File: src/adc_pm_pkg.sv
// Package with constants, modes and carrier types for the converter power sequencer.
`default_nettype none
package adc_pm_pkg;
   // Power mode encodings carried by the two mode bits.
   localparam logic [1:0] PM_NORMAL      = 2'h0;
   localparam logic [1:0] PM_FULL_AFTER  = 2'h1;
   localparam logic [1:0] PM_FULL_NOW    = 2'h2;
   localparam logic [1:0] PM_PART_AFTER  = 2'h3;
   localparam logic [1:0] PM_RESET_VAL   = 2'h0;
   localparam int unsigned CONTROL_MODE_LOW_POS  = 0;
   localparam int unsigned CONTROL_MODE_HIGH_POS = 1;

   // Timing in its own unit and the derived cycle counts at 100 MHz.
   localparam int unsigned CLK_PERIOD_NS    = 10;
   localparam int unsigned WAKE_TIME_NS     = 5000;
   localparam int unsigned WAKE_CYCLES      = (WAKE_TIME_NS + CLK_PERIOD_NS - 1) / CLK_PERIOD_NS;
   localparam int unsigned TIMEOUT_TIME_US  = 32000;
   localparam int unsigned TIMEOUT_CYCLES   = TIMEOUT_TIME_US * (1000 / CLK_PERIOD_NS);
   localparam int unsigned CONV_TIME_NS     = 4600;
   localparam int unsigned CONV_CYCLES      = CONV_TIME_NS / CLK_PERIOD_NS;
   localparam int unsigned CNT_W            = 32;

   // Sequencer states.
   typedef enum logic [2:0] {
      ST_WAIT_FIRST,
      ST_TIMEOUT,
      ST_WAIT_CAL,
      ST_CAL,
      ST_IDLE,
      ST_WAKE,
      ST_CONVERT,
      ST_DOWN
   } seq_state_t;

   // Power-rail enables that leave the block.
   typedef struct packed {
      logic core_on;
      logic ref_on;
   } power_enables_t;

   // Control-register write carrying the mode bits.
   typedef struct packed {
      logic       write;
      logic [1:0] mode;
   } ctrl_write_t;
endpackage : adc_pm_pkg
`default_nettype wire

File: src/start_pin_sync.sv
// Three-stage synchroniser with edge detection for the conversion-start pin.
`default_nettype none
module start_pin_sync (
   // Clock and reset.
   input  wire logic clk_in,
   input  wire logic arst_n_in,
   // Pin and detected edges.
   input  wire logic pin_in,
   output logic      level_out,
   output logic      fall_out,
   output logic      rise_out
);
   typedef struct packed {
      logic [2:0] stage;
      logic       level;
   } sync_state_t;

   sync_state_t state_ff;
   sync_state_t nxt_state;

   // Stage 0 feeds only stage 1; a change counts once stages 1 and 2 agree.
   always_comb begin
      nxt_state          = state_ff;
      nxt_state.stage    = {state_ff.stage[1:0], pin_in};
      if (state_ff.stage[1] == state_ff.stage[2]) begin
         nxt_state.level = state_ff.stage[2];
      end
   end

   // Pin idles high, so reset to the idle level to avoid a false edge.
   always_ff @(posedge clk_in or negedge arst_n_in) begin
      if (!arst_n_in) begin
         state_ff <= '{stage: 3'h7, level: 1'b1};
      end else begin
         state_ff <= nxt_state;
      end
   end

   assign level_out = state_ff.level;
   assign fall_out  = state_ff.level & ~nxt_state.level;
   assign rise_out  = ~state_ff.level & nxt_state.level;
endmodule : start_pin_sync
`default_nettype wire

File: src/adc_power_management.sv
// Power management sequencer for a sampling converter.
`default_nettype none
//
// Overview of the sequencer.
// The block keeps one state record: the sequencer state, a shared down counter,
// the power-on flag, the current mode and the registered status and rail outputs.
// One combinational process builds the next record and one clocked process
// registers it, so every output comes straight from a flip-flop.
//
// Power-on path.
// After reset the block waits for the first start pulse. That pulse starts a long
// timeout with busy high. When busy falls, the next start pulse runs the power-on
// calibration, again with busy high. After that every pulse starts a conversion.
// A control write before the first pulse skips the whole power-on path. A write
// during the timeout lets the timeout finish but skips the calibration. A write
// during the calibration does not cut it short.
//
// Conversion path.
// A rising edge of the start pin starts a conversion with busy and converting
// high for a fixed number of cycles. Edges that arrive while busy is high are not
// looked at, so a host that pulses too fast simply loses those pulses.
//
// Power-down paths.
// In the two after-conversion modes the block drops the rails when busy falls.
// The full variant also drops the reference; the partial variant keeps it, which
// costs standing current but keeps the reference usable; the wake time is the same in both.
// A falling edge of the start pin wakes the block, and the wake counter must run
// out before a rising edge is taken. A rise during the wake time is dropped, so
// the host must hold the pin low for at least the wake time.
// Outside the power-on timeout and calibration, which run to their end, the immediate
// full power-down mode drops everything at once, even in the middle of a conversion,
// and the cut conversion leaves no result.
//
// Mode changes.
// The mode register takes the new bits on the edge that completes the write, and
// the sequencer acts on the new mode from the following cycle on. This costs one
// cycle of latency but keeps the state decode off the raw input; the reference enable in power-down is decoded from the written bits.
//
// Start pin.
// The pin comes from the host with no relation to this clock, so it passes a
// three-stage synchroniser. An edge is seen three to four cycles after the pin
// moves, which the host has to allow for when it spaces its pulses.
//
module adc_power_management
   import adc_pm_pkg::*;
#(
   parameter int unsigned TIMEOUT_CYC = adc_pm_pkg::TIMEOUT_CYCLES,
   parameter int unsigned CAL_CYC     = adc_pm_pkg::TIMEOUT_CYCLES,
   parameter int unsigned WAKE_CYC    = adc_pm_pkg::WAKE_CYCLES,
   parameter int unsigned CONV_CYC    = adc_pm_pkg::CONV_CYCLES
) (
   // Clock and reset.
   input  wire logic                     clk_in,
   input  wire logic                     arst_n_in,
   // Start pin from the host, active-low pulse.
   input  wire logic                     conversion_start_pin_in,
   // Control register write from the host interface.
   input  wire adc_pm_pkg::ctrl_write_t  ctrl_in,
   // Status and power outputs.
   output logic                          busy_out,
   output logic                          converting_out,
   output logic                          calibrating_out,
   output adc_pm_pkg::power_enables_t    power_out,
   output logic [1:0]                    power_mode_out
);
   import adc_pm_pkg::*;

   // Parameters must fit the counter and be at least one cycle.
   if (TIMEOUT_CYC < 1 || CAL_CYC < 1 || WAKE_CYC < 1 || CONV_CYC < 1) begin : g_chk
      $error("adc_power_management: cycle counts must be at least one");
   end

   typedef struct packed {
      seq_state_t      st;
      logic [CNT_W-1:0] cnt;
      logic            power_on_armed;
      logic [1:0]      mode;
      logic            busy;
      logic            converting;
      logic            calibrating;
      power_enables_t  pwr;
   } pm_state_t;

   pm_state_t state_ff;
   pm_state_t nxt_state;
   logic      start_fall;
   logic      start_rise;

   // Pin arrives from outside the clock domain, so it is synchronised first.
   start_pin_sync u_sync (
      .clk_in    (clk_in),
      .arst_n_in (arst_n_in),
      .pin_in    (conversion_start_pin_in),
      .level_out (),
      .fall_out  (start_fall),
      .rise_out  (start_rise)
   );

   // Sequencer next state.
   always_comb begin
      nxt_state = state_ff;
      // The write completes on this edge; the new mode governs from the next cycle.
      if (ctrl_in.write) begin
         nxt_state.mode = ctrl_in.mode;
      end
      case (state_ff.st)
         // Waiting for the first start pulse after reset.
         // A control write here disarms the power-on path for good.
         // The first rise instead starts the long timeout with busy high.
         ST_WAIT_FIRST: begin
            if (ctrl_in.write) begin
               nxt_state.power_on_armed = 1'b0;
               nxt_state.st             = ST_IDLE;
            end else if (start_rise) begin
               nxt_state.st   = ST_TIMEOUT;
               nxt_state.cnt  = CNT_W'(TIMEOUT_CYC - 1);
               nxt_state.busy = 1'b1;
            end
         end
         // Power-on timeout running; busy stays high until the counter runs out.
         // A write seen on the last cycle still counts as before the calibration,
         // so it is folded into the exit decision as well as into the flag.
         ST_TIMEOUT: begin
            // A write here still lets the timeout run, but skips calibration.
            if (ctrl_in.write) begin
               nxt_state.power_on_armed = 1'b0;
            end
            if (state_ff.cnt == '0) begin
               nxt_state.busy = 1'b0;
               nxt_state.st   = (state_ff.power_on_armed && !ctrl_in.write) ?
                                ST_WAIT_CAL : ST_IDLE;
            end else begin
               nxt_state.cnt = state_ff.cnt - 1'b1;
            end
         end
         // Timeout over, waiting for the pulse that starts the calibration.
         // A write now disarms the calibration and leaves for normal operation.
         ST_WAIT_CAL: begin
            if (ctrl_in.write) begin
               nxt_state.power_on_armed = 1'b0;
               nxt_state.st             = ST_IDLE;
            end else if (start_rise) begin
               nxt_state.st          = ST_CAL;
               nxt_state.cnt         = CNT_W'(CAL_CYC - 1);
               nxt_state.busy        = 1'b1;
               nxt_state.calibrating = 1'b1;
            end
         end
         // Power-on calibration running with busy and calibrating high.
         // The power-on flag is cleared on the way out so it never runs twice.
         ST_CAL: begin
            // A write during calibration does not abort it.
            if (state_ff.cnt == '0) begin
               nxt_state.busy           = 1'b0;
               nxt_state.calibrating    = 1'b0;
               nxt_state.power_on_armed = 1'b0;
               nxt_state.st             = ST_IDLE;
            end else begin
               nxt_state.cnt = state_ff.cnt - 1'b1;
            end
         end
         // Powered up and ready for a conversion.
         // The immediate power-down mode is checked first so it wins over a pulse.
         ST_IDLE: begin
            if (state_ff.mode == PM_FULL_NOW) begin
               nxt_state.st = ST_DOWN;
            end else if (start_rise) begin
               nxt_state.st         = ST_CONVERT;
               nxt_state.cnt        = CNT_W'(CONV_CYC - 1);
               nxt_state.busy       = 1'b1;
               nxt_state.converting = 1'b1;
            end
         end
         // Rails are off; the reference may still be on in the partial mode.
         // Only a wake edge or a change back to normal operation leaves here.
         ST_DOWN: begin
            // A software change to mode 00, or a wake edge in an after-conversion mode.
            if (state_ff.mode == PM_NORMAL || (state_ff.mode != PM_FULL_NOW && start_fall)) begin
               nxt_state.st  = ST_WAKE;
               nxt_state.cnt = CNT_W'(WAKE_CYC - 1);
            end
         end
         // Rails back on and settling for the wake time.
         // A rise is only taken once the counter has reached zero.
         ST_WAKE: begin
            // Ready after the wake time; a rising edge too early is the host's fault.
            if (state_ff.mode == PM_FULL_NOW) begin
               nxt_state.st = ST_DOWN;
            end else if (state_ff.cnt == '0) begin
               nxt_state.st = ST_IDLE;
            end else begin
               nxt_state.cnt = state_ff.cnt - 1'b1;
            end
            if (start_rise && state_ff.cnt == '0) begin
               nxt_state.st         = ST_CONVERT;
               nxt_state.cnt        = CNT_W'(CONV_CYC - 1);
               nxt_state.busy       = 1'b1;
               nxt_state.converting = 1'b1;
            end
         end
         // Conversion running with busy and converting high.
         // At the end the mode decides whether the rails stay up or drop.
         // The immediate power-down mode cuts the conversion short.
         ST_CONVERT: begin
            // Start pulses during busy are simply not looked at here.
            if (state_ff.mode == PM_FULL_NOW) begin
               nxt_state.st         = ST_DOWN;
               nxt_state.busy       = 1'b0;
               nxt_state.converting = 1'b0;
            end else if (state_ff.cnt == '0) begin
               nxt_state.busy       = 1'b0;
               nxt_state.converting = 1'b0;
               nxt_state.st         = (state_ff.mode == PM_FULL_AFTER ||
                                       state_ff.mode == PM_PART_AFTER) ? ST_DOWN : ST_IDLE;
            end else begin
               nxt_state.cnt = state_ff.cnt - 1'b1;
            end
         end
         // The state type has no unused codes; an unknown state recovers to the ready state.
         default: begin
            nxt_state.st = ST_IDLE;
         end
      endcase
      // Rail enables follow the state: partial keeps the reference alive.
      // They are decoded from the next state so that they change on the same edge
      // as busy, and no cycle shows busy low with the rails still in the old state.
      if (nxt_state.st == ST_DOWN) begin
         nxt_state.pwr.core_on = 1'b0;
         nxt_state.pwr.ref_on  = (nxt_state.mode == PM_PART_AFTER);
      end else begin
         nxt_state.pwr.core_on = 1'b1;
         nxt_state.pwr.ref_on  = 1'b1;
      end
   end

   // State register.
   // Reset puts the block on the power-on path with rails on and mode normal.
   always_ff @(posedge clk_in or negedge arst_n_in) begin
      if (!arst_n_in) begin
         state_ff <= '{st: ST_WAIT_FIRST, cnt: '0, power_on_armed: 1'b1,
                       mode: PM_RESET_VAL, busy: 1'b0, converting: 1'b0,
                       calibrating: 1'b0, pwr: '{core_on: 1'b1, ref_on: 1'b1}};
      end else begin
         state_ff <= nxt_state;
      end
   end

   // Outputs are plain copies of the registered record, with no logic behind them.
   assign busy_out        = state_ff.busy;
   assign converting_out  = state_ff.converting;
   assign calibrating_out = state_ff.calibrating;
   assign power_out       = state_ff.pwr;
   assign power_mode_out  = state_ff.mode;
endmodule : adc_power_management
`default_nettype wire

File: config.mk
export PLATFORM = sky130hd
export DESIGN_NAME = adc_power_management
export DESIGN_NICKNAME = d
export VERILOG_FILES = /design/src/adc_pm_pkg.sv /design/src/start_pin_sync.sv /design/src/adc_power_management.sv
export SDC_FILE = /design/constraint.sdc
export NUM_CORES = 1
export LEC_CHECK = 0
export BUFFER_PORTS_ARGS = -buffer_cell sky130_fd_sc_hd__buf_2
export CELL_PAD_IN_SITES_DETAIL_PLACEMENT = 1
export CELL_PAD_IN_SITES_GLOBAL_PLACEMENT = 2
export CORE_UTILIZATION = 40
export DETAILED_ROUTE_END_ITERATION = 10
export GPL_TIMING_DRIVEN = 0
export PLACE_DENSITY = 0.8
export SYNTH_ARGS = -nofsm -noshare
export SYNTH_HDL_FRONTEND = slang
export SYNTH_SLANG_ARGS = --single-unit
export TNS_END_PERCENT = 1
File: constraint.sdc
create_clock -name clk_in -period 5.8 [get_ports clk_in]
set_input_delay 1.16 -clock clk_in [delete_from_list [all_inputs] [get_ports clk_in]]
set_output_delay 1.16 -clock clk_in [all_outputs]
set_load 0.02 [all_outputs]
==> impl_table.tex, run 1 <==
\begin{tabular}{lr}
\hline
Metric & Value \\
\hline
\multicolumn{2}{l}{\textbf{Yosys}} \\
\quad Synthesized net count & 383 \\
\quad Synthesized-area fraction occupied by and/or/nand/nor cells & 0.2515 \\
\quad Instance count of the mapped netlist & 376 \\
\quad Adder and majority cell fraction of the synthesized area & 0.01015 \\
\quad Biggest area consumer among synthesized cells & sky130\_fd\_sc\_hd\_\_dfrtp\_1 \\
\quad Average size of a mapped cell & $\sim$8.5 um2 \\
\quad Dominant register cell in the synthesized netlist & sky130\_fd\_sc\_hd\_\_dfrtp\_1 \\
\quad Leading cell types by total area after synthesis & sky130\_fd\_sc\_hd\_\_dfrtp\_1 31\%, sky130\_fd\_sc\_hd\_\_dfstp\_2 5.7\%, sky130\_fd\_sc\_hd\_\_nor3\_1 4.2\% \\
\quad XOR/XNOR Fraction of Synth Area & 0.008200 \\
\quad Synth Cell Area & $\sim$3200 um2 \\
\quad Total number of yosys warnings & 0 \\
\quad Count of state elements after synthesis & 47 \\
\quad Compound-Gate Fraction of Synth Area & 0.2944 \\
\quad Area share of the largest cell type after synthesis & 0.3124 \\
\quad Number of enable-type register cells in the synthesized netlist & 0 \\
\quad Fraction of registers with async set/reset & 1.000 \\
\quad Number of distinct library cell variants in the gate-level netlist after synthesis & 64 \\
\quad Dominant combinational cell family by area after synthesis & compound AO/OA/AOI/OAI gates \\
\quad Fraction of synthesized area in multiplexers & 0.01015 \\
\quad Fraction of the yosys area taken by sequential cells & 0.3698 \\
\multicolumn{2}{l}{\textbf{Routing}} \\
\quad Routed wirelength normalized by instance count & roughly 21 um \\
\quad First-pass iteration count of the detailed router & 5 \\
\quad Routed wire length & 10.29 mm \\
\quad Detailed-route via count & roughly 3200 \\
\quad Via/cell ratio & approximately 6.3 \\
\quad Detailed Route Iter0 Violations & 268 \\
\quad Number of nets still failing antenna checks after routing & 0 \\
\quad Remaining design rule violation count & 0 \\
\multicolumn{2}{l}{\textbf{Layout}} \\
\quad Fraction of final layout cells sized beyond drive strength 1 & 0.1215 \\
\quad Post-layout utilization of the core & 0.4517 \\
\quad Most common library cell in the layout ignoring fill and taps & sky130\_fd\_sc\_hd\_\_dfrtp\_1 \\
\quad Final cell count without fillers & 497 \\
\quad Post-synthesis to final-layout area growth & 8.942\% \\
\quad Nets & 401 \\
\quad Most used cells in the layout excluding fill and tap cells & 40 x sky130\_fd\_sc\_hd\_\_dfrtp\_1, 35 x sky130\_fd\_sc\_hd\_\_nand2\_1, 27 x sky130\_fd\_sc\_hd\_\_nor3\_1 \\
\quad Number of antenna diodes & 0 \\
\quad Filler Cell Count & 932 \\
\multicolumn{2}{l}{\textbf{Timing}} \\
\quad Total Negative Setup Slacks & 0 ps \\
\quad Total of endpoints with negative setup slack in the final report & 0 \\
\quad Final period demand of the worst path & 3836 ps \\
\quad RSZ-0062 raised after global routing & false \\
\quad Setup WS post-layout & between 1500 and 2000 ps \\
\quad Final slew viol count & 0 \\
\quad Hold violation count in the final report & 0 \\
\quad Slew @ Worst Pin & roughly 1100 ps \\
\quad Layout Skew & 9.161 ps \\
\quad Highest Clock Rate & 260.7 MHz \\
\quad Share of the clock period used by the worst path & 0.6614 \\
\quad Worst rel slew slack & 0.2550 \\
\quad Worst Hold Slack & 362.3 ps \\
\multicolumn{2}{l}{\textbf{GRT}} \\
\quad Maximum number of pins on one net before global-route repair & 48 \\
\quad Met2 GRT Util & 0.4016 \\
\quad Met1 Use GR & 0.3849 \\
\quad GRT Resource Usage Total & 0.2585 \\
\quad Global-route wire length before repair & 16.91 mm \\
\quad Number of antenna violations at the first check in global routing & 0 \\
\quad Grt ovf & 0 \\
\quad Global-route met3 utilization & 0.02680 \\
\quad Layer with the highest usage after global routing & met2 \\
\quad Via count of the first global-routing pass & 3097 \\
\multicolumn{2}{l}{\textbf{Place}} \\
\quad Cell total after placement & 489 \\
\quad Half-perimeter wire length of the detailed placement result & 7.499 mm \\
\quad Pre-CTS WS & 1970 ps \\
\quad Last weighted congestion value of the routability-driven placer & 0.8603 \\
\quad Number of buffer cells added on primary ports & 11 \\
\multicolumn{2}{l}{\textbf{Floorplan}} \\
\quad Horizontal die dimension & 91.51 um \\
\quad Die Y & 91.51 um \\
\quad Core Footprint & 7727 um2 \\
\quad Standard-cell rows & 32 \\
\quad Initial standard-cell utilization of the core & 0.4147 \\
\quad Die area & 8373 um2 \\
\quad \# IOs & 13 \\
\multicolumn{2}{l}{\textbf{Setup path}} \\
\quad Crit-path max FO & 10 \\
\quad Critical Path Source Type & flip-flop \\
\quad Data arrival time of the worst path & roughly 4000 ps \\
\quad Crit Path Class & reg -> reg \\
\quad CP endpoint kind & flip-flop \\
\quad Required time at the endpoint of the critical path & 5990 ps \\
\quad Flop-to-flop setup slack & 1960 ps \\
\multicolumn{2}{l}{\textbf{CTS}} \\
\quad CTS hold repair buffers & 0 \\
\quad CTS root buffer & sky130\_fd\_sc\_hd\_\_clkbuf\_8 \\
\quad TritonCTS clock tree & done \\
\quad Total clock buffers created by CTS & 5 \\
\quad Setup bufs post-CTS & 0 \\
\quad Clock input transition at the sequential cells of the worst setup and hold paths & about 100 ps \\
\quad Clk buf depth & 2 \\
\quad Skew-Pair Late Insertion Delay & 300 ps \\
\quad CTS H-tree lvls & 2 \\
\quad Clock Sinks & 47 \\
\quad Resized Gates After CTS & 0 \\
\multicolumn{2}{l}{\textbf{Pwr}} \\
\quad Leak & $\sim$1.5 nW \\
\quad Peak VDD IR & 0.0001979 V \\
\quad Power per Cell Area & 406.3 nW/um2 \\
\multicolumn{2}{l}{\textbf{Hold path}} \\
\quad Type of the worst min-delay path & reg -> reg \\
\multicolumn{2}{l}{\textbf{Status}} \\
\quad Status & completed \\
\multicolumn{2}{l}{\textbf{Run}} \\
\quad Number of maximum-capacitance violations & 0 \\
\hline
\end{tabular}
-- logic make-up (layout without fill, tap and decap cells) --
logic type / after synthesis / count (layout)
muxes: 3 / 3
AOI/OAI and AO/OA: 129 / 129
DFF: 47 / 47
buffers and inverters: 39 / 58
xor gates and xnor gates: 3 / 3
adders and majority gates: 3 / 3
and+or+nand+nor: 152 / 152
-- synthesized netlist by cell type, types with 2 or more instances --
cell / count
sky130_fd_sc_hd__inv_1: 8
sky130_fd_sc_hd__a21oi_1: 20
sky130_fd_sc_hd__buf_4: 5
sky130_fd_sc_hd__xnor2_1: 2
sky130_fd_sc_hd__o21ai_0: 19
sky130_fd_sc_hd__and3b_1: 2
sky130_fd_sc_hd__a2bb2oi_1: 2
sky130_fd_sc_hd__dfstp_2: 7
sky130_fd_sc_hd__a211o_1: 13
sky130_fd_sc_hd__o211ai_1: 3
sky130_fd_sc_hd__o311ai_0: 4
sky130_fd_sc_hd__dfrtp_1: 40
sky130_fd_sc_hd__nor2b_1: 5
sky130_fd_sc_hd__or4_1: 9
sky130_fd_sc_hd__nor3_1: 27
sky130_fd_sc_hd__or3_1: 3
sky130_fd_sc_hd__buf_2: 5
sky130_fd_sc_hd__a21o_1: 10
sky130_fd_sc_hd__nand3_1: 15
sky130_fd_sc_hd__o22ai_1: 2
sky130_fd_sc_hd__o21a_1: 2
sky130_fd_sc_hd__a22o_1: 6
sky130_fd_sc_hd__or2_2: 2
sky130_fd_sc_hd__a221o_1: 3
sky130_fd_sc_hd__o31ai_1: 8
sky130_fd_sc_hd__nor3b_1: 2
sky130_fd_sc_hd__a32o_1: 3
sky130_fd_sc_hd__mux2_2: 2
sky130_fd_sc_hd__and2_1: 2
sky130_fd_sc_hd__clkbuf_1: 20
sky130_fd_sc_hd__nor4_1: 6
sky130_fd_sc_hd__a211oi_1: 4
sky130_fd_sc_hd__nand3b_1: 2
sky130_fd_sc_hd__nand4_1: 7
sky130_fd_sc_hd__maj3_1: 2
sky130_fd_sc_hd__and3_1: 5
sky130_fd_sc_hd__nand2_1: 35
sky130_fd_sc_hd__nor2_1: 23
sky130_fd_sc_hd__a22oi_1: 7
sky130_fd_sc_hd__a21boi_0: 2
sky130_fd_sc_hd__a31oi_1: 8
sky130_fd_sc_hd__o22a_1: 2
-- per-stage QoR --
step	total power, W	instance area (um2)
final	0.001418	3491
after detailed placement	0.001180	3387
after global placement	0.001170	3387
after CTS	0.001410	3491
after global routing	0.001511	3491
after floorplan	0.0009634	3204
-- final timing paths --
path	start	endpoint	cells after the start
max in group asynchronous	arst_n_in	power_mode_out[1]$_DFF_PN0_	1
worst max-delay path	state_ff[8]$_DFFE_PN0P_	state_ff[19]$_DFFE_PN0P_	9
worst max register to register	state_ff[8]$_DFFE_PN0P_	state_ff[19]$_DFFE_PN0P_	9
worst min-delay path	u_sync.nxt_state[2]$_DFF_PN1_	u_sync.nxt_state[3]$_DFF_PN1_	0
worst min register to register	u_sync.nxt_state[2]$_DFF_PN1_	u_sync.nxt_state[3]$_DFF_PN1_	0
min in group asynchronous	arst_n_in	converting_out$_DFFE_PN0P_	1
-- report_power, final --
group	switching (W)	leakage, nW	internal [W]
clock	0.000120	0.0505	0.000109
combinational	0.000500	0.888	0.000250
sequential	0.0000513	0.585	0.000388
total	0.000671	1.52	0.000747
-- critical path: stages (launching register included) --
cell and delay [ps]:
sky130_fd_sc_hd__dfrtp_1 440, sky130_fd_sc_hd__inv_1 80, sky130_fd_sc_hd__ha_1 190, sky130_fd_sc_hd__or4b_1 430
sky130_fd_sc_hd__buf_2 170, sky130_fd_sc_hd__nor4_2 710, sky130_fd_sc_hd__nand4_1 250, sky130_fd_sc_hd__o21ai_1 540
sky130_fd_sc_hd__nand2_1 450, sky130_fd_sc_hd__a221o_1 480
-- registers in the layout, summed over array words and instances (netlist names) --
signal and flops:
calibrating_out 1, power_out 2, u_sync.level_out 1, power_mode_out 2, busy_out 1, u_sync.nxt_state 2
state_ff 36, converting_out 1, u_sync.state_ff 1
-- routing by layer --
layer,vias to the layer above,part of all wire
li1,1473,-
met1,1598,0.51
met2,74,0.44
met3,10,0.033
met4,0,0.011
met5,-,0
-- area by class of cell --
| cell class | instances | area, um2 | area share |
|---|---|---|---|
| Tap cell | 102 | 127.6 | 0.03656 |
| Clock buffer | 7 | 96.34 | 0.02760 |
| Sequential cell | 47 | 1185 | 0.3394 |
| Clock inverter | 1 | 7.507 | 0.002151 |
| Inverter | 8 | 30.03 | 0.008602 |
| Multi-Input combinational cell | 290 | 1841 | 0.5272 |
| Timing Repair Buffer | 11 | 55.05 | 0.01577 |
| Buffer | 31 | 148.9 | 0.04265 |
Power figures use the tool's default switching activity.
==> run 2: changes to the inputs <==
--- a/config.mk
+++ b/config.mk
@@ -5,13 +5,14 @@
 export SDC_FILE = /design/constraint.sdc
 export NUM_CORES = 1
 export LEC_CHECK = 0
+export ABC_AREA = 1
 export BUFFER_PORTS_ARGS = -buffer_cell sky130_fd_sc_hd__buf_2
 export CELL_PAD_IN_SITES_DETAIL_PLACEMENT = 1
 export CELL_PAD_IN_SITES_GLOBAL_PLACEMENT = 2
-export CORE_UTILIZATION = 40
+export CORE_UTILIZATION = 35
 export DETAILED_ROUTE_END_ITERATION = 10
 export GPL_TIMING_DRIVEN = 0
-export PLACE_DENSITY = 0.8
+export PLACE_DENSITY = 0.78
 export SYNTH_ARGS = -nofsm -noshare
 export SYNTH_HDL_FRONTEND = slang
 export SYNTH_SLANG_ARGS = --single-unit
==> constraint.sdc (replaced) <==
create_clock -name clk_in -period 3.9 [get_ports clk_in]
set_input_delay 0.78 -clock clk_in [delete_from_list [all_inputs] [get_ports clk_in]]
set_output_delay 0.78 -clock clk_in [all_outputs]
set_load 0.02 [all_outputs]
==> impl_table.tex, run 2 <==
\begin{tabular}{lr}
\hline
Metric & Value \\
\hline
\multicolumn{2}{l}{\textbf{Floorplan}} \\
\quad Initial standard-cell utilization of the core & 0.3588 (was 0.4147) \\
\quad \# IOs & 13 (unchanged) \\
\quad Standard-cell rows & 39 (was 32) \\
\quad Die Y & 110.0 um (was 91.51 um) \\
\quad Horizontal die dimension & 110.0 um (was 91.51 um) \\
\quad Core Footprint & 11370 um2 (was 7727 um2) \\
\quad Die area & 12090 um2 (was 8373 um2) \\
\multicolumn{2}{l}{\textbf{Setup path}} \\
\quad Crit-path max FO & 10 (unchanged) \\
\quad R2R Path End & state\_ff[28]\$\_DFFE\_PN0P\_ (was state\_ff[19]\$\_DFFE\_PN0P\_) \\
\quad Required time at the endpoint of the critical path & 4100 ps (was 5990 ps) \\
\quad Crit Path Class & reg -> reg (unchanged) \\
\quad CP endpoint kind & flip-flop (unchanged) \\
\quad Startpoint of the worst-slack reg-to-reg timing path & state\_ff[8]\$\_DFFE\_PN0P\_ (unchanged) \\
\quad Flop-to-flop setup slack & 1270 ps (was 1960 ps) \\
\quad Critical Path Source Type & flip-flop (unchanged) \\
\quad Data arrival time of the worst path & 2830 ps (was 4030 ps) \\
\quad Number of cell instances on the worst register-to-register path & 15 (was 9) \\
\multicolumn{2}{l}{\textbf{CTS}} \\
\quad Resized Gates After CTS & 0 (unchanged) \\
\quad Clk buf depth & 2 (unchanged) \\
\quad Setup bufs post-CTS & 0 (unchanged) \\
\quad TritonCTS clock tree & done (unchanged) \\
\quad CTS H-tree lvls & 2 (unchanged) \\
\quad Clock input transition at the sequential cells of the worst setup and hold paths & 70 ps (was 100 ps) \\
\quad CTS hold repair buffers & 0 (unchanged) \\
\quad Clock Sinks & 47 (unchanged) \\
\quad Skew-Pair Late Insertion Delay & 310 ps (was 300 ps) \\
\quad CTS root buffer & sky130\_fd\_sc\_hd\_\_clkbuf\_16 (was sky130\_fd\_sc\_hd\_\_clkbuf\_8) \\
\quad Total clock buffers created by CTS & 5 (unchanged) \\
\multicolumn{2}{l}{\textbf{Yosys}} \\
\quad Leading cell types by total area after synthesis & sky130\_fd\_sc\_hd\_\_dfrtp\_1 25\%, sky130\_fd\_sc\_hd\_\_nand2\_1 21\%, sky130\_fd\_sc\_hd\_\_nor2\_1 9.1\% (was sky130\_fd\_sc\_hd\_\_dfrtp\_1 31\%, sky130\_fd\_sc\_hd\_\_dfstp\_2 5.7\%, sky130\_fd\_sc\_hd\_\_nor3\_1 4.2\%) \\
\quad Most common cell in the netlist & sky130\_fd\_sc\_hd\_\_nand2\_1 (was sky130\_fd\_sc\_hd\_\_dfrtp\_1) \\
\quad Synthesized net count & 663 (was 383) \\
\quad Average size of a mapped cell & 6.218 um2 (was 8.522 um2) \\
\quad Fraction of the yosys area taken by sequential cells & 0.2905 (was 0.3698) \\
\quad Number of enable-type register cells in the synthesized netlist & 0 (unchanged) \\
\quad Count of state elements after synthesis & 47 (unchanged) \\
\quad Synth Cell Area & 4079 um2 (was 3204 um2) \\
\quad Dominant register cell in the synthesized netlist & sky130\_fd\_sc\_hd\_\_dfrtp\_1 (unchanged) \\
\quad Area share of the largest cell type after synthesis & 0.2454 (was 0.3124) \\
\quad Number of distinct library cell variants in the gate-level netlist after synthesis & 41 (was 64) \\
\quad Biggest area consumer among synthesized cells & sky130\_fd\_sc\_hd\_\_dfrtp\_1 (unchanged) \\
\quad Instance count of the mapped netlist & 656 (was 376) \\
\quad Total number of yosys warnings & 0 (unchanged) \\
\quad Most instantiated cells after synthesis & 232 x sky130\_fd\_sc\_hd\_\_nand2\_1, 99 x sky130\_fd\_sc\_hd\_\_nor2\_1, 52 x sky130\_fd\_sc\_hd\_\_nand3\_1 (was 40 x sky130\_fd\_sc\_hd\_\_dfrtp\_1, 35 x sky130\_fd\_sc\_hd\_\_nand2\_1, 27 x sky130\_fd\_sc\_hd\_\_nor3\_1) \\
\quad Fraction of registers with async set/reset & 1.000 (unchanged) \\
\multicolumn{2}{l}{\textbf{Routing}} \\
\quad Number of nets still failing antenna checks after routing & 0 (unchanged) \\
\quad Via/cell ratio & 5.410 (was 6.348) \\
\quad Remaining design rule violation count & 0 (unchanged) \\
\quad Detailed-route via count & 4431 (was 3155) \\
\quad Routed wirelength normalized by instance count & 18.83 um (was 20.70 um) \\
\quad First-pass iteration count of the detailed router & 4 (was 5) \\
\quad Met1 wire length & 7.029 mm (was 5.292 mm) \\
\quad Met2 wirelength from detailed routing & 7.297 mm (was 4.542 mm) \\
\quad Routed wire length & 15.42 mm (was 10.29 mm) \\
\quad Detailed Route Iter0 Violations & 244 (was 268) \\
\quad Top routing layer used & met4 (unchanged) \\
\quad Detailed-routed wire length on met3 & 587 um (was 344 um) \\
\multicolumn{2}{l}{\textbf{GRT}} \\
\quad Number of antenna violations at the first check in global routing & 0 (unchanged) \\
\quad Grt ovf & 0 (unchanged) \\
\quad Via count of the first global-routing pass & 4452 (was 3097) \\
\quad Global-route wire length before repair & 23.98 mm (was 16.91 mm) \\
\quad Maximum number of pins on one net before global-route repair & 48 (unchanged) \\
\quad GRT Resource Usage Total & 0.2719 (was 0.2585) \\
\multicolumn{2}{l}{\textbf{Pwr}} \\
\quad Power share of the combinational group & 0.669 (was 0.529) \\
\quad Internal power summed over all cells & 0.001759 W (was 0.0007467 W) \\
\quad Power dissipated by switching net loads & 0.002434 W (was 0.0006715 W) \\
\quad Peak VDD IR & 0.0003505 V (was 0.0001979 V) \\
\quad Power per Cell Area & 936.8 nW/um2 (was 406.3 nW/um2) \\
\quad Sequential share of power & 0.217 (was 0.310) \\
\quad Leak & 2.303 nW (was 1.523 nW) \\
\quad Clk network pwr share & 0.113 (was 0.161) \\
\quad Switching share of power & 0.5805 (was 0.4735) \\
\multicolumn{2}{l}{\textbf{Place}} \\
\quad Cell area after placement & 4318 um2 (was 3387 um2) \\
\quad Last weighted congestion value of the routability-driven placer & 0.8524 (was 0.8603) \\
\quad Half-perimeter wire length of the detailed placement result & 11.77 mm (was 7.499 mm) \\
\quad Pre-CTS WS & 1321 ps (was 1970 ps) \\
\quad Number of buffer cells added on primary ports & 12 (was 11) \\
\multicolumn{2}{l}{\textbf{Timing}} \\
\quad Layout Skew & 9.854 ps (was 9.161 ps) \\
\quad Final slew viol count & 0 (unchanged) \\
\quad Slew @ Worst Pin & 865.7 ps (was 1117 ps) \\
\quad Share of the clock period used by the worst path & 0.6731 (was 0.6614) \\
\quad Hold violation count in the final report & 0 (unchanged) \\
\quad Total Negative Setup Slacks & 0 ps (unchanged) \\
\quad Setup WS post-layout & 1275 ps (was 1964 ps) \\
\quad RSZ-0062 raised after global routing & false (unchanged) \\
\quad Final period demand of the worst path & 2625 ps (was 3836 ps) \\
\quad Worst Hold Slack & 362.2 ps (was 362.3 ps) \\
\quad Worst rel slew slack & 0.4207 (was 0.2550) \\
\quad Total of endpoints with negative setup slack in the final report & 0 (unchanged) \\
\quad Highest Clock Rate & 380.9 MHz (was 260.7 MHz) \\
\multicolumn{2}{l}{\textbf{Layout}} \\
\quad Fraction of final layout cells sized beyond drive strength 1 & 0.1243 (was 0.1215) \\
\quad Nets & 682 (was 401) \\
\quad Register with the most flip-flops & state\_ff (unchanged) \\
\quad Number of antenna diodes & 0 (unchanged) \\
\quad Final design area excluding fillers & 4476 um2 (was 3491 um2) \\
\quad Most common library cell in the layout ignoring fill and taps & sky130\_fd\_sc\_hd\_\_nand2\_1 (was sky130\_fd\_sc\_hd\_\_dfrtp\_1) \\
\quad Most used cells in the layout excluding fill and tap cells & 232 x sky130\_fd\_sc\_hd\_\_nand2\_1, 99 x sky130\_fd\_sc\_hd\_\_nor2\_1, 52 x sky130\_fd\_sc\_hd\_\_nand3\_1 (was 40 x sky130\_fd\_sc\_hd\_\_dfrtp\_1, 35 x sky130\_fd\_sc\_hd\_\_nand2\_1, 27 x sky130\_fd\_sc\_hd\_\_nor3\_1) \\
\quad Post-synthesis to final-layout area growth & 9.724\% (was 8.942\%) \\
\quad Flip-flop count of the largest register after layout & 36 (unchanged) \\
\multicolumn{2}{l}{\textbf{Hold path}} \\
\quad Critical hold path startpoint & u\_sync.nxt\_state[2]\$\_DFF\_PN1\_ (unchanged) \\
\quad Worst hold stages & 0 (unchanged) \\
\quad Type of the worst min-delay path & reg -> reg (unchanged) \\
\quad Hold path endpoint & u\_sync.nxt\_state[3]\$\_DFF\_PN1\_ (unchanged) \\
\multicolumn{2}{l}{\textbf{Run}} \\
\quad Number of maximum-capacitance violations & 0 (unchanged) \\
\multicolumn{2}{l}{\textbf{Status}} \\
\quad Status & completed (unchanged) \\
\hline
\end{tabular}
run 2: cell count changes after synthesis, moves of 8 or more:
cell	previous run	this run
sky130_fd_sc_hd__nand4_1	7	30
sky130_fd_sc_hd__a21o_1	10	1
sky130_fd_sc_hd__or4_1	9	0
sky130_fd_sc_hd__a211o_1	13	0
sky130_fd_sc_hd__clkbuf_1	20	4
sky130_fd_sc_hd__xor2_1	1	15
sky130_fd_sc_hd__a31oi_1	8	0
sky130_fd_sc_hd__nand3_1	15	52
sky130_fd_sc_hd__nor2_1	23	99
sky130_fd_sc_hd__nor3_1	27	7
sky130_fd_sc_hd__inv_1	8	49
sky130_fd_sc_hd__nand2_1	35	232
sky130_fd_sc_hd__inv_2	0	8
run 2: worst max-delay path: stages (launching register included):
cell and delay, ps:
sky130_fd_sc_hd__dfrtp_1 440, sky130_fd_sc_hd__inv_1 150, sky130_fd_sc_hd__ha_1 160, sky130_fd_sc_hd__buf_4 180
sky130_fd_sc_hd__nand2_1 80, sky130_fd_sc_hd__nor2_2 210, sky130_fd_sc_hd__nand2_1 160, sky130_fd_sc_hd__nor2_1 150
sky130_fd_sc_hd__nand2_2 190, sky130_fd_sc_hd__buf_2 270, sky130_fd_sc_hd__nand4_1 150, sky130_fd_sc_hd__nand2_1 70
sky130_fd_sc_hd__nor2_1 100, sky130_fd_sc_hd__nand3_1 80, sky130_fd_sc_hd__nand2_1 70, sky130_fd_sc_hd__nand2_1 50
run 2: kinds of logic (layout without fill, tap and decap cells):
kind of cell	count (synthesis)	in the layout	share of synthesized area
AND/OR/NAND/NOR	451	451	0.4929
flip-flops	47	47	0.2905
AO/OA/AOI/OAI	61	61	0.09326
XOR/XNOR	15	15	0.03221
buffers and inverters	80	100	0.08558
adder cells (fa/ha/maj)	2	2	0.005521
run 2: power by group through the flow:
stage,logic (W),clock network [W],registers [W]
final,0.00281,0.000475,0.000911
after global routing,0.00316,0.000504,0.000935
after CTS,0.00280,0.000497,0.000907
after detailed placement,0.00279,0,0.000914
after global placement,0.00271,0,0.000906
after floorplan,0.00205,0,0.000843
run 2: how the worst max path moves through the flow:
stage | to | depth (start not counted) | slack (ps) | startpoint
finish | state_ff[28]$_DFFE_PN0P_ | 15 | 1270 | state_ff[8]$_DFFE_PN0P_
global route | state_ff[22]$_DFFE_PN0P_ | 15 | 1040 | state_ff[8]$_DFFE_PN0P_
CTS | converting_out$_DFFE_PN0P_ | 13 | 1310 | state_ff[8]$_DFFE_PN0P_
detailed placement | converting_out$_DFFE_PN0P_ | 13 | 1320 | state_ff[8]$_DFFE_PN0P_
global placement | converting_out$_DFFE_PN0P_ | 13 | 1380 | state_ff[8]$_DFFE_PN0P_
floorplan | converting_out$_DFFE_PN0P_ | 13 | 1920 | state_ff[8]$_DFFE_PN0P_
run 2: final cells by class:
class	count	area, um2
Fill cell	1552	6894
Multi-Input combinational cell	529	2545
Clock inverter	2	16.27
Buffer	23	135.1
Timing Repair Buffer	12	62.56
Inverter	57	214.0
Tap cell	143	178.9
Sequential cell	47	1185
Clock buffer	6	138.9
run 2: metrics by stage:
stage | util | total power, W | std cells
floorplan | - | 0.002898 | 656
global placement | 0.3798 | 0.003612 | 811
detailed placement | 0.3798 | 0.003704 | 811
CTS | 0.3934 | 0.004208 | 819
global route | 0.3936 | 0.004596 | 819
finish | 0.3936 | 0.004193 | 819
run 2: routing by layer:
metal | vias to the layer above | GRT usage
met1 | 2166 | 0.3391
met2 | 75 | 0.4585
met4 | 0 | 0.1095
li1 | 2161 | -
met3 | 29 | 0.05098
met5 | - | 0
